## src/hw/crom_map.svh

```systemverilog
`ifndef CROM_MAP_SVH
`define CROM_MAP_SVH
// ****************************************
// Geometry and register map constants.
// ****************************************
`define CROM_DEPTH_A 256
`define CROM_SIZE_BITS 2048
`define CROM_AW_A 8
`define CROM_AW_B 7
`define CROM_DW_A 8
`define CROM_DW_B 16
`define CROM_SLICE_DEPTH 512
`define CROM_OFS_CTRL 4'h0
`define CROM_OFS_STAT 4'h4
`define CROM_OFS_DBG 4'h8
`define CROM_CTRL_RST 32'h0000_00F1
`define CROM_B_MODE 0
`define CROM_B_INREG_A 3
`define CROM_B_OUTREG_A 4
`define CROM_B_INREG_B 5
`define CROM_B_OUTREG_B 6
`define CROM_B_CE_IN_A 7
`define CROM_B_CE_OUT_A 8
`define CROM_B_CE_IN_B 9
`define CROM_B_CE_OUT_B 10
`define CROM_B_ACLR_ADR 11
`define CROM_B_ACLR_Q 12
`define CROM_B_SCLR_Q 13
`define CROM_B_RDEN 14
`define CROM_B_FZERO 15
`define CROM_B_TWOPORT 16
`define CROM_B_DBG_VLD 16
`endif

```

## src/hw/crom_pkg.sv

```systemverilog
// ****************************************
// Types shared by the ROM core.
// ****************************************
package crom_pkg;
  // Clocking scheme, one-hot coded.
  typedef enum logic [2:0] {
    CROM_CLK_SINGLE = 3'b001,
    CROM_CLK_IN_OUT = 3'b010,
    CROM_CLK_PER_PORT = 3'b100
  } crom_clk_mode_type;
  // Which port's dimensions the content image follows.
  typedef enum logic {
    CROM_INIT_A = 1'b0,
    CROM_INIT_B = 1'b1
  } crom_init_type;
endpackage

```

## src/hw/crom_core.sv

```systemverilog
// Function
// - Single clock mode: one clock, one enable.
// - Input/output mode: address on input, data on output.
// - No write, byte enable or data-in ports.
// - Per-port mode: each port on its clock.
// - Per-port mode: independent enable per port.
// - Address and output registers each optional.
// - Separate enables for input and output registers.
// - Address hold gates only the address register.
// - Asynchronous clear empties selected registers at once.
// - Synchronous clear empties outputs at next edge.
// - Output updates only while read enabled.
// - Force-to-zero drives zeros when read disabled.
// - Contents always come from a build-time image.
// - Single-port image follows first port dimensions.
// - Two-port image follows the selected port.
// - Depth power of two, 32 to 65536.
// - Ports may differ in read width.
// - Physical slices limited in depth.
// - Debug path reads and patches contents independently.
//
// Implementation choices: the plain strobed port and the register addresses.
`timescale 1ns/10ps
`include "crom_map.svh"
module crom_core
  import crom_pkg::*;
#(
  parameter crom_init_type INIT_PORT = CROM_INIT_A
) (
  input wire logic clk,
  input wire logic rst_b,
  input wire logic primary_clk,
  input wire logic secondary_clk,
  input wire logic clken_primary,
  input wire logic clken_secondary,
  input wire logic in_ce_a,
  input wire logic out_ce_a,
  input wire logic in_ce_b,
  input wire logic out_ce_b,
  input wire logic addr_hold_a,
  input wire logic addr_hold_b,
  input wire logic aclr,
  input wire logic sclr,
  input wire logic rden_a,
  input wire logic rden_b,
  input wire logic [`CROM_AW_A-1:0] addr_a,
  input wire logic [`CROM_AW_B-1:0] addr_b,
  output logic [`CROM_DW_A-1:0] q_a,
  output logic [`CROM_DW_B-1:0] q_b,
  input wire logic [3:0] reg_addr,
  input wire logic [31:0] reg_wdata,
  input wire logic reg_we,
  input wire logic reg_re,
  output logic [31:0] reg_rdata
);

  // ****************************************
  // Content image.
  // ****************************************

  // The image is a constant function so the content is fixed at build time; there is no blank option.
  function automatic logic [`CROM_DW_A-1:0] crom_img_a(input int k);
    crom_img_a = 8'((k * 37 + 11) % 256);
  endfunction

  // Image words when the image is laid out at the second port's width.
  function automatic logic [`CROM_DW_B-1:0] crom_img_b(input int j);
    crom_img_b = 16'((j * 4099 + 23) % 65536);
  endfunction

  // Storage at the narrow word; the wide port reads two neighbours.
  logic [`CROM_DW_A-1:0] rom_mem [`CROM_DEPTH_A];
  // Number of physical slices the array breaks into.
  localparam int SLICES = (`CROM_DEPTH_A + `CROM_SLICE_DEPTH - 1) / `CROM_SLICE_DEPTH;

  // Each entry is wired from the image; depth is a power of two in range.
  genvar gk;
  generate
    for (gk = 0; gk < `CROM_DEPTH_A; gk = gk + 1) begin : g_img
      if (INIT_PORT == CROM_INIT_B) begin : g_b
        // Low byte at the even address, high byte at the odd one.
        // A function result cannot be sliced, so the byte is taken by a shift and a size cast.
        assign rom_mem[gk] = (gk % 2 == 1) ? 8'(crom_img_b(gk / 2) >> 8) : 8'(crom_img_b(gk / 2));
      end else begin : g_a
        assign rom_mem[gk] = crom_img_a(gk);
      end
    end
  endgenerate

  // ****************************************
  // Configuration registers.
  // ****************************************

  logic [31:0] ctrl_q; // Mode and option bits.
  logic [`CROM_AW_A-1:0] dbg_addr_q; // Debug address.
  logic [`CROM_DW_A-1:0] dbg_data_q; // Debug patch data.
  logic dbg_vld_q; // Patch overlay active.
  logic [31:0] reg_rdata_q; // Read data, one cycle late.
  crom_clk_mode_type mode;
  logic opt_inreg_a, opt_outreg_a, opt_inreg_b, opt_outreg_b;
  logic opt_ce_in_a, opt_ce_out_a, opt_ce_in_b, opt_ce_out_b;
  logic opt_aclr_adr, opt_aclr_q, opt_sclr_q, opt_rden, opt_fzero, opt_twoport;

  // Option decode from the control word.
  always_comb begin
    mode = crom_clk_mode_type'(ctrl_q[`CROM_B_MODE +: 3]);
    opt_inreg_a = ctrl_q[`CROM_B_INREG_A];
    opt_outreg_a = ctrl_q[`CROM_B_OUTREG_A];
    opt_inreg_b = ctrl_q[`CROM_B_INREG_B];
    opt_outreg_b = ctrl_q[`CROM_B_OUTREG_B];
    opt_ce_in_a = ctrl_q[`CROM_B_CE_IN_A];
    opt_ce_out_a = ctrl_q[`CROM_B_CE_OUT_A];
    opt_ce_in_b = ctrl_q[`CROM_B_CE_IN_B];
    opt_ce_out_b = ctrl_q[`CROM_B_CE_OUT_B];
    opt_aclr_adr = ctrl_q[`CROM_B_ACLR_ADR];
    opt_aclr_q = ctrl_q[`CROM_B_ACLR_Q];
    opt_sclr_q = ctrl_q[`CROM_B_SCLR_Q];
    opt_rden = ctrl_q[`CROM_B_RDEN];
    opt_fzero = ctrl_q[`CROM_B_FZERO];
    opt_twoport = ctrl_q[`CROM_B_TWOPORT];
  end

  // Control word write; an illegal mode code falls back to single clock.
  always_ff @(posedge clk) begin
    if (!rst_b) begin
      ctrl_q <= `CROM_CTRL_RST;
    end else if (reg_we && reg_addr == `CROM_OFS_CTRL) begin
      ctrl_q <= {15'h0000, reg_wdata[16:3], 3'h1};
      if (reg_wdata[2:0] == 3'h2 || reg_wdata[2:0] == 3'h4) begin
        ctrl_q[2:0] <= reg_wdata[2:0];
      end
    end
  end

  // Debug patch: it swaps in one word without touching the clocking of functional reads.
  always_ff @(posedge clk) begin
    if (!rst_b) begin
      dbg_addr_q <= 8'h00;
      dbg_data_q <= 8'h00;
      dbg_vld_q <= 1'b0;
    end else if (reg_we && reg_addr == `CROM_OFS_DBG) begin
      dbg_addr_q <= reg_wdata[7:0];
      dbg_data_q <= reg_wdata[15:8];
      dbg_vld_q <= reg_wdata[`CROM_B_DBG_VLD];
    end
  end

  // Content as seen by all readers, with the optional patch applied.
  function automatic logic [`CROM_DW_A-1:0] crom_word(input logic [`CROM_AW_A-1:0] a,
      input logic [`CROM_AW_A-1:0] pa, input logic [`CROM_DW_A-1:0] pd, input logic pv,
      input logic [`CROM_DW_A-1:0] raw);
    crom_word = (pv && a == pa) ? pd : raw;
  endfunction

  // ****************************************
  // Clock qualification.
  // ****************************************

  logic pclk_q, sclk_q; // Previous samples of the two clock pins.
  logic p_edge, s_edge;
  logic tick_in_a, tick_out_a, tick_in_b, tick_out_b;

  // Clock pins are synchronous inputs; a rise on one is an active edge.
  always_ff @(posedge clk) begin
    if (!rst_b) begin
      pclk_q <= 1'b0;
      sclk_q <= 1'b0;
    end else begin
      pclk_q <= primary_clk;
      sclk_q <= secondary_clk;
    end
  end

  // Route the active edges to each register group by clocking scheme.
  always_comb begin
    p_edge = primary_clk & ~pclk_q & clken_primary;
    s_edge = secondary_clk & ~sclk_q & clken_secondary;
    unique case (mode)
      CROM_CLK_SINGLE: begin
        tick_in_a = p_edge;
        tick_out_a = p_edge;
        tick_in_b = p_edge;
        tick_out_b = p_edge;
      end
      CROM_CLK_IN_OUT: begin
        tick_in_a = p_edge;
        tick_in_b = p_edge;
        tick_out_a = s_edge;
        tick_out_b = s_edge;
      end
      CROM_CLK_PER_PORT: begin
        tick_in_a = p_edge;
        tick_out_a = p_edge;
        tick_in_b = s_edge;
        tick_out_b = s_edge;
      end
      default: begin
        tick_in_a = p_edge;
        tick_out_a = p_edge;
        tick_in_b = p_edge;
        tick_out_b = p_edge;
      end
    endcase
  end

  // ****************************************
  // Address registers.
  // ****************************************

  logic [`CROM_AW_A-1:0] addr_a_q;
  logic [`CROM_AW_B-1:0] addr_b_q;
  logic [`CROM_AW_A-1:0] eff_a;
  logic [`CROM_AW_B-1:0] eff_b;
  logic aclr_adr, aclr_q; // Gated asynchronous clears.
  logic ld_a, ld_b;

  // Only the selected register groups see the asynchronous clear.
  always_comb begin
    aclr_adr = aclr & opt_aclr_adr;
    aclr_q = aclr & opt_aclr_q;
    ld_a = tick_in_a && (in_ce_a || !opt_ce_in_a) && !addr_hold_a;
    ld_b = tick_in_b && (in_ce_b || !opt_ce_in_b) && !addr_hold_b;
  end

  // Address capture; no write data is captured on the ports, as the core has no write port.
  always_ff @(posedge clk or posedge aclr_adr) begin
    if (aclr_adr) begin
      addr_a_q <= 8'h00;
      addr_b_q <= 7'h00;
    end else if (!rst_b) begin
      addr_a_q <= 8'h00;
      addr_b_q <= 7'h00;
    end else begin
      if (ld_a) begin
        addr_a_q <= addr_a;
      end
      if (ld_b) begin
        addr_b_q <= addr_b;
      end
    end
  end

  // ****************************************
  // Read path.
  // ****************************************

  logic [`CROM_DW_A-1:0] rd_a;
  logic [`CROM_DW_B-1:0] rd_b;
  logic en_a, en_b;
  logic [`CROM_AW_A-1:0] lo_b, hi_b;

  // Flow-through addresses skip the register and save a cycle.
  always_comb begin
    eff_a = opt_inreg_a ? addr_a_q : addr_a;
    eff_b = opt_inreg_b ? addr_b_q : addr_b;
    lo_b = {eff_b, 1'b0};
    hi_b = {eff_b, 1'b1};
    rd_a = crom_word(eff_a, dbg_addr_q, dbg_data_q, dbg_vld_q, rom_mem[eff_a]);
    // The wide port shows the same bytes, paired low first.
    rd_b = {crom_word(hi_b, dbg_addr_q, dbg_data_q, dbg_vld_q, rom_mem[hi_b]),
            crom_word(lo_b, dbg_addr_q, dbg_data_q, dbg_vld_q, rom_mem[lo_b])};
    en_a = rden_a || !opt_rden;
    en_b = (rden_b || !opt_rden) && opt_twoport;
  end

  // ****************************************
  // Output registers.
  // ****************************************

  logic [`CROM_DW_A-1:0] q_a_q, hold_a_q;
  logic [`CROM_DW_B-1:0] q_b_q, hold_b_q;
  logic up_a, up_b;

  // Output register update condition per port.
  always_comb begin
    up_a = tick_out_a && (out_ce_a || !opt_ce_out_a);
    up_b = tick_out_b && (out_ce_b || !opt_ce_out_b);
  end

  // Registered read data, with both clears; the clear wins over a read.
  always_ff @(posedge clk or posedge aclr_q) begin
    if (aclr_q) begin
      q_a_q <= 8'h00;
      q_b_q <= 16'h0000;
    end else if (!rst_b) begin
      q_a_q <= 8'h00;
      q_b_q <= 16'h0000;
    end else begin
      if (up_a) begin
        if (sclr && opt_sclr_q) begin
          q_a_q <= 8'h00;
        end else if (en_a) begin
          q_a_q <= rd_a;
        end else if (opt_fzero) begin
          q_a_q <= 8'h00;
        end
      end
      if (up_b) begin
        if (sclr && opt_sclr_q) begin
          q_b_q <= 16'h0000;
        end else if (en_b) begin
          q_b_q <= rd_b;
        end else if (opt_fzero || !opt_twoport) begin
          q_b_q <= 16'h0000;
        end
      end
    end
  end

  // Last flow-through word, kept so an unregistered port can hold while disabled.
  always_ff @(posedge clk) begin
    if (!rst_b) begin
      hold_a_q <= 8'h00;
      hold_b_q <= 16'h0000;
    end else begin
      if (en_a) begin
        hold_a_q <= rd_a;
      end
      if (en_b) begin
        hold_b_q <= rd_b;
      end
    end
  end

  // Output selection; flow-through output is combinational by nature.
  always_comb begin
    if (opt_outreg_a) begin
      q_a = q_a_q;
    end else if (en_a) begin
      q_a = rd_a;
    end else begin
      q_a = opt_fzero ? 8'h00 : hold_a_q;
    end
    // A single-port build keeps the second port quiet at once, not only after its next edge.
    if (!opt_twoport) begin
      q_b = 16'h0000;
    end else if (opt_outreg_b) begin
      q_b = q_b_q;
    end else if (en_b) begin
      q_b = rd_b;
    end else begin
      q_b = (opt_fzero || !opt_twoport) ? 16'h0000 : hold_b_q;
    end
  end

  // ****************************************
  // Register read back.
  // ****************************************

  // One-cycle read data; the debug read is live content at the debug address.
  always_ff @(posedge clk) begin
    if (!rst_b) begin
      reg_rdata_q <= 32'h0000_0000;
    end else if (reg_re) begin
      unique case (reg_addr)
        `CROM_OFS_CTRL: reg_rdata_q <= ctrl_q;
        `CROM_OFS_STAT: reg_rdata_q <= {8'h00, SLICES[7:0], 1'b0, eff_b, eff_a};
        `CROM_OFS_DBG: reg_rdata_q <= {15'h0000, dbg_vld_q,
            crom_word(dbg_addr_q, dbg_addr_q, dbg_data_q, dbg_vld_q, rom_mem[dbg_addr_q]),
            dbg_addr_q};
        default: reg_rdata_q <= 32'h0000_0000;
      endcase
    end else begin
      reg_rdata_q <= 32'h0000_0000;
    end
  end

  // The read port is a plain flip-flop output, so software never sees a decode glitch.
  assign reg_rdata = reg_rdata_q;

endmodule

```

## config.mk

```make
export PLATFORM = sky130hd
export DESIGN_NAME = crom_core
export DESIGN_NICKNAME = d
export VERILOG_FILES = /design/src/hw/crom_pkg.sv /design/src/hw/crom_core.sv
export VERILOG_INCLUDE_DIRS = /design/src /design/src/hw
export SDC_FILE = /design/constraint.sdc
export NUM_CORES = 1
export LEC_CHECK = 0
export BUFFER_PORTS_ARGS = -buffer_cell sky130_fd_sc_hd__buf_2
export CORE_ASPECT_RATIO = 1.75
export CORE_UTILIZATION = 45
export CTS_CLUSTER_DIAMETER = 80
export CTS_CLUSTER_SIZE = 40
export DETAILED_ROUTE_END_ITERATION = 6
export PLACE_DENSITY = 0.64
export SLEW_MARGIN = 10
export SYNTH_ARGS = -nofsm -noshare
export SYNTH_HDL_FRONTEND = slang
export SYNTH_SLANG_ARGS = --single-unit
```

## constraint.sdc

```tcl
create_clock -name clk -period 4.6 [get_ports clk]
set_input_delay 0.69 -clock clk [delete_from_list [all_inputs] [get_ports clk]]
set_output_delay 0.69 -clock clk [all_outputs]
set_load 0.05 [all_outputs]
```

==> run_results.csv, run 1 <==
group,metric,value,unit
critical_path,r2r_cells,9,
sta,period_needed,4.42,ns
floorplan,ios,125,
global_route,grt_pass1_wl,46300,um
pwr,power,2.89,mW
sta,setup_tns,0,ns
critical_path,r2r_end,"reg_rdata[15]$_SDFF_PN0_",
sta,final-setup-viol-count,0,
run,max_cap_violations,0,
clock_network,cts_max_path_buffers,2,
synth,synth_top_cell_area_share,16.9,%
synth,synth-edff-count,0,
floorplan,die_x,110,um
sta,fin_worst_skew,0.00979,ns
finish,num_antenna_cells,0,
floorplan,core-area,19800,um2
route,vias,8896,
sta,relSlewSlack,27.1,%
pwr,vdd_drop_max,229,uV
floorplan,initial_core_util,46.0,%
clock_network,cts_tree,"built",
sta,timing.final.crit_share,96.1,%
route,vias_per_cell,6.14,
floorplan,die_y,190,um
critical_path,path_max_fanout,13,
sta,clock.fmax,0.226,GHz
finish,layout-drive-gt1-share,18.8,%
finish,fillCellCount,1943,
critical_path,cp-start-kind,"flip-flop",
global_route,grt_pass1_vias,8376,
worst_hold_path,hold_path.class,"reg -> async",
place,place_ws,0.390,ns
place,dp_hpwl,21600,um
critical_path,cpMostUsedCell,"buf_4",
outcome,status,"complete, no violations",
global_route,overflow,0,
clock_network,clock_sinks,116,
synth,synth_area_leaders,"dfxtp_1 17%, dfrtp_1 11%, nand2_1 7.3%",
sta,fin_hold_ws,0.299,ns
synth,synth-seq-cells,116,
critical_path,rrSetupSlack,1.37,ns
route,drt_wl_total,29800,um
floorplan,dieArea,20900,um2
global_route,antenna_found_initial,0,
global_route,grt_max_degree,40,
clock_network,cts_buffers,17,
sta,tightest_slew,1.09,ns
sta,grt_setup_unrepaired,"false",
synth,synth_ff_type,"dfxtp_1",
finish,fin_util,51.9,%
critical_path,cp_slowest_cell,"mux4_2",
sta,worst_slack,0.179,ns
finish,final_nets,1284,
global_route,grt_util_all_layers,29.5,%
finish,area_delta_synth_final,12.8,%
finish,fin_cells,1450,
clock_network,clk_latency,0.44,ns
sta,drv_slew,0,
critical_path,crit_end,"q_a[7]",
synth,avgSynthCellArea,8.01,um2
clock_network,cts_root_buf,"clkbuf_16",
route,first_pass_iters,5,
critical_path,arrival,3.73,ns
sta,finalHoldViolations,0,
critical_path,path_cells,"mux2i_1 > buf_4 > ha_1 > inv_1 > mux4_2 > o21ai_0 > a31oi_1 > a221oi_1 > nor4_1 > buf_4 > o41ai_2 > buf_2",
route,drc,0,
clock_network,path_clk_slew,0.06,ns
pwr,p_per_area,281,nW/um2
clock_network,h-tree-depth,4,
synth,synth_top_area_cell,"dfxtp_1",
finish,final_area,10300,um2
route,ant_nets,0,
synth,async_flop_share,33.6,%
synth,synth.distinct_cells,91,
critical_path,max_stage_delay,0.46,ns
route,wl_per_cell,20.5,um
critical_path,setup.worst_path.class,"reg -> out",
place,gp_congestion,0.874,
critical_path,worstPathRequired,3.91,ns
place,place_inst,1418,
synth,synthCells,1139,
critical_path,endpoint_kind,"output port",
synth,synth.yosys.warnings,0,
route,drt_iter0_markers,631,
synth,ys_seq_area_share,27.6,%
place,place_area,9670,um2
critical_path,r2r_start,"dbg_addr_q[0]$_SDFFE_PN0P_",
place,port_buffers,94,
pwr,power.leakage,4.06,nW
floorplan,rows,68,
critical_path,cp-startpoint,"ctrl_q[3]$_SDFFE_PN0P_",
synth,netlist_area,9120,um2
-- layer usage --
metal	global-route usage, %	vias up	part of all wire [%]
li1	-	4233	-
met1	34.1	4214	39
met2	50.2	358	50
met3	5.26	91	5.3
met4	16.7	0	5.4
met5	0	-	0
-- repair_timing --
item | CTS | global route
gates resized for setup | 0 | 5
setup endpoints to repair | 0 | 5
hold buffers | 0 | 0
buffers inserted | 0 | 0
-- power by group --
| part | internal, mW | leakage, nW | switching, mW |
|---|---|---|---|
| registers | 1.03 | 1.17 | 0.0198 |
| logic | 0.177 | 2.61 | 0.318 |
| clock network | 0.808 | 0.281 | 0.538 |
| total | 2.02 | 4.06 | 0.876 |
-- final cells by class --
class                      count  area [um2]  area share (%)
clock buffer                  20         478            4.65
clock inverter                12         118            1.14
inverter                      29         109            1.06
multi-input combinational    900        6030            58.6
sequential                   116        2520            24.5
tap                          245         307            2.98
timing repair buffer         128         729            7.09
-- cells in the mapped netlist, types with 5 or more instances --
master       n
o221a_1      5
mux2i_1     43
mux2i_4     10
buf_2       21
ha_1        23
mux2_4       5
xnor2_1     21
dfxtp_1     77
nand2b_1    23
mux4_2      16
buf_1        5
a31oi_1     16
buf_4       20
a221oi_1     8
nor2b_1      8
inv_1       26
and3_1       7
o41ai_1      5
a21oi_1    108
nor2_1     101
o221ai_1     5
and2_1      13
nand2_1    177
mux2_2       5
o2111ai_1    7
clkbuf_1    57
o31ai_1      6
dfrtp_1     39
a22o_1       7
nor3_1       8
o21a_1      12
o211ai_1    33
o21ai_1      9
nand3_1     25
a21o_1       9
a211oi_1    26
o21ai_0     52
-- registers in the layout (all words and copies together) (netlist names), 16 cells and up --
signal,count
q_b_q,16
reg_rdata,17
ctrl_q,17
hold_b_q,16
-- critical path, delay by kind of cell (launching register included) --
family                     cells  cell delay [ns]
muxes                          2             0.79
AOI/OAI and AO/OA              4             0.82
buffers and inverters          4             0.86
DFF                            1             0.43
and+or+nand+nor                1             0.09
adders and majority gates      1             0.28
-- cell families (layout without fill, tap and decap cells) --
kind of cell    Yosys count  count (layout)  share of synthesized area [%]
simple gates            388             388                           19.1
compound gates          365             365                           27.1
buf+inv                 137             189                           7.24
flops                   116             116                           27.6
mux                      85              85                           13.4
fa+ha+maj                24              24                           3.28
xor+xnor                 23              23                           2.29
other cells               1              15                         0.0411
-- how the worst min path moves through the flow --
stage | from | end | slack [ns] | cells after the start
floorplan | ctrl_q[11]$_SDFFE_PN0P_ | addr_a_q[0]$_DFFE_PP0P_ | 0.23 | 1
CTS | ctrl_q[12]$_SDFFE_PN0P_ | q_a_q[6]$_DFFE_PP0P_ | 0.31 | 2
detailed placement | ctrl_q[12]$_SDFFE_PN0P_ | q_b_q[15]$_DFFE_PP0P_ | 0.30 | 2
finish | ctrl_q[12]$_SDFFE_PN0P_ | q_a_q[6]$_DFFE_PP0P_ | 0.30 | 2
global route | ctrl_q[12]$_SDFFE_PN0P_ | q_a_q[6]$_DFFE_PP0P_ | 0.35 | 2
global placement | ctrl_q[12]$_SDFFE_PN0P_ | q_b_q[15]$_DFFE_PP0P_ | 0.30 | 2
-- placed cells by master (no fill, tap or decap), drive strengths merged, types with 31 or more instances in the layout --
cell type / n
o21ai: 61
o211ai: 33
a21oi: 108
inv: 31
dfxtp: 77
mux2i: 57
buf: 128
nor2: 101
nand2: 177
dfrtp: 39
Note: power is estimated with default switching activity, not from simulation.
==> run 2, diff against run 1 <==
--- a/config.mk
+++ b/config.mk
@@ -13,6 +13,7 @@
 export CTS_CLUSTER_SIZE = 40
 export DETAILED_ROUTE_END_ITERATION = 6
 export PLACE_DENSITY = 0.64
+export SKIP_LAST_GASP = 1
 export SLEW_MARGIN = 10
 export SYNTH_ARGS = -nofsm -noshare
 export SYNTH_HDL_FRONTEND = slang
==> constraint.sdc (replaced) <==
create_clock -name clk -period 5.1 [get_ports clk]
set_input_delay 0.765 -clock clk [delete_from_list [all_inputs] [get_ports clk]]
set_output_delay 0.765 -clock clk [all_outputs]
set_load 0.05 [all_outputs]
==> run_results.csv, run 2 (synthesis gave the netlist of run 1 again) <==
group,metric,value,unit
route,drc,1,
route,ant_nets,0,
critical_path,endpoint_kind,"output port",
route,drt_iter0_markers,644,
place,dp_hpwl,21500,um
clock_network,cts_max_path_buffers,2,
sta,setup_tns,0,ns
pwr,p_per_area,260,nW/um2
critical_path,path_max_fanout,16,
outcome,status,"finished with violations",
route,vias,8852,
place,gp_congestion,0.885,
sta,timing.final.crit_share,91.1,%
clock_network,cts_root_buf,"clkbuf_16",
critical_path,path_cells,"mux2i_2 > ha_1 > mux2i_1 > mux2_2 > mux4_2 > nor2_1 > or4_1 > o21ai_1 > buf_2",
critical_path,cp-start-kind,"flip-flop",
sta,tightest_slew,1.13,ns
critical_path,cp_slowest_cell,"dfxtp_1",
global_route,grt_pass1_wl,46100,um
pwr,pwr-share-clk,47.9,%
sta,drv_slew,0,
clock_network,post_cts_resized,0,
floorplan,core-area,19800,um2
global_route,grt_pass1_vias,8523,
clock_network,cts_setup_buffers,0,
clock_network,ctsHoldBuffers,0,
critical_path,setup.worst_path.class,"reg -> out",
route,first_pass_iters,7,
global_route,antenna_found_initial,0,
sta,final-setup-viol-count,0,
clock_network,cts_tree,"built",
pwr,vdd_drop_max,171,uV
floorplan,initial_core_util,46.0,%
pwr,power.leakage,4.04,nW
global_route,grt_util_all_layers,29.2,%
critical_path,worstPathRequired,4.34,ns
global_route,grt_max_degree,42,
clock_network,clock_sinks,116,
pwr,p_int,1.83,mW
pwr,p_switching,0.831,mW
pwr,comb_power_share,16.5,%
clock_network,path_clk_slew,0.07,ns
critical_path,r2r_cells,9,
finish,area_delta_synth_final,12.0,%
sta,fin_worst_skew,0.0114,ns
critical_path,r2r_start,"ctrl_q[5]$_SDFFE_PN1P_",
sta,relSlewSlack,24.6,%
finish,num_antenna_cells,0,
run,max_cap_violations,0,
clock_network,clk_latency,0.44,ns
critical_path,arrival,3.88,ns
sta,period_needed,4.65,ns
route,vias_per_cell,6.13,
finish,layout-drive-gt1-share,18.0,%
route,wl_per_cell,20.4,um
outcome,violations,"DRC",
place,place_area,9610,um2
critical_path,max_stage_delay,0.62,ns
global_route,overflow,0,
route,drt_wl_total,29400,um
floorplan,die_x,110,um
sta,grt_setup_unrepaired,"false",
place,port_buffers,94,
sta,fin_hold_ws,0.145,ns
sta,clock.fmax,0.215,GHz
floorplan,rows,68,
floorplan,die_y,190,um
finish,layout_common_cells,"177 x nand2_1, 108 x a21oi_1, 101 x nor2_1",
sta,finalHoldViolations,0,
pwr,p_seq_share,35.7,%
pwr,swShare,31.3,%
worst_hold_path,hold_path.class,"reg -> async",
critical_path,rrSetupSlack,1.76,ns
finish,final_nets,1277,
critical_path,r2r_end,"hold_b_q[7]$_SDFFE_PN0P_",
floorplan,dieArea,20900,um2
finish,mostFrequentLayoutCell,"nand2_1",
clock_network,cts_buffers,17,
floorplan,ios,125,
clock_network,h-tree-depth,4,
finish,final_area,10200,um2
-- run 2: power groups by stage --
stage / logic, mW / clock network (mW) / registers (mW)
2_1_floorplan: 0.326 / 0 / 0.960
3_3_place_gp: 0.426 / 0 / 0.966
3_5_place_dp: 0.431 / 0 / 0.966
4_1_cts: 0.432 / 1.28 / 0.947
5_1_grt: 0.472 / 1.32 / 0.949
6_report: 0.438 / 1.27 / 0.948
-- run 2: cell type report --
class                   count  area, um2
clock buffers              17        425
clock inverters            15        181
fillers                  1956       9600
inverters                  29        109
multi-input cells         900       6010
flip-flops and latches    116       2520
well taps                 245        307
repair buffers            121        673
-- run 2: worst max-delay path by stage --
stage | startpoint | to | slack [ns] | depth (start not counted)
2_1_floorplan | addr_a[1] | q_a[7] | 0.16 | 9
3_3_place_gp | addr_a[0] | q_a[7] | 0.73 | 12
3_5_place_dp | addr_a[0] | q_a[7] | 0.64 | 12
4_1_cts | ctrl_q[5]$_SDFFE_PN1P_ | q_b[7] | 0.45 | 10
5_1_grt | ctrl_q[3]$_SDFFE_PN0P_ | q_a[7] | 0.15 | 11
6_report | ctrl_q[5]$_SDFFE_PN1P_ | q_b[14] | 0.45 | 9
-- run 2: through the flow --
| stage | util, % | setup WS (ns) | total power, mW | cells |
|---|---|---|---|---|
| after floorplan | - | 0.163 | 1.29 | 1153 |
| after global routing | 51.6 | 0.151 | 2.74 | 1443 |
| after global placement | 48.5 | 0.730 | 1.39 | 1411 |
| after CTS | 51.6 | 0.453 | 2.66 | 1443 |
| final | 51.6 | 0.452 | 2.66 | 1443 |
| after detailed placement | 48.5 | 0.644 | 1.40 | 1411 |
-- run 2: critical path, delay by kind of cell (launching register included) --
family | cells | cell delay, ns
AO/OA/AOI/OAI | 1 | 0.06
adder cells (fa/ha/maj) | 1 | 0.59
buffers and inverters | 1 | 0.22
flip-flops | 1 | 0.62
multiplexers | 4 | 1.51
AND/OR/NAND/NOR | 2 | 0.43
-- run 2: layer usage --
layer  vias up  global-route usage (%)  routed length (um)  share of wire, %
li1       4210                       -                   -                 -
met5         -                       0                   0                 0
met1      4198                    33.1               11200                38
met2       347                    49.3               14800                50
met4         0                    19.7                1870               6.4
met3        97                    4.72                1500               5.1
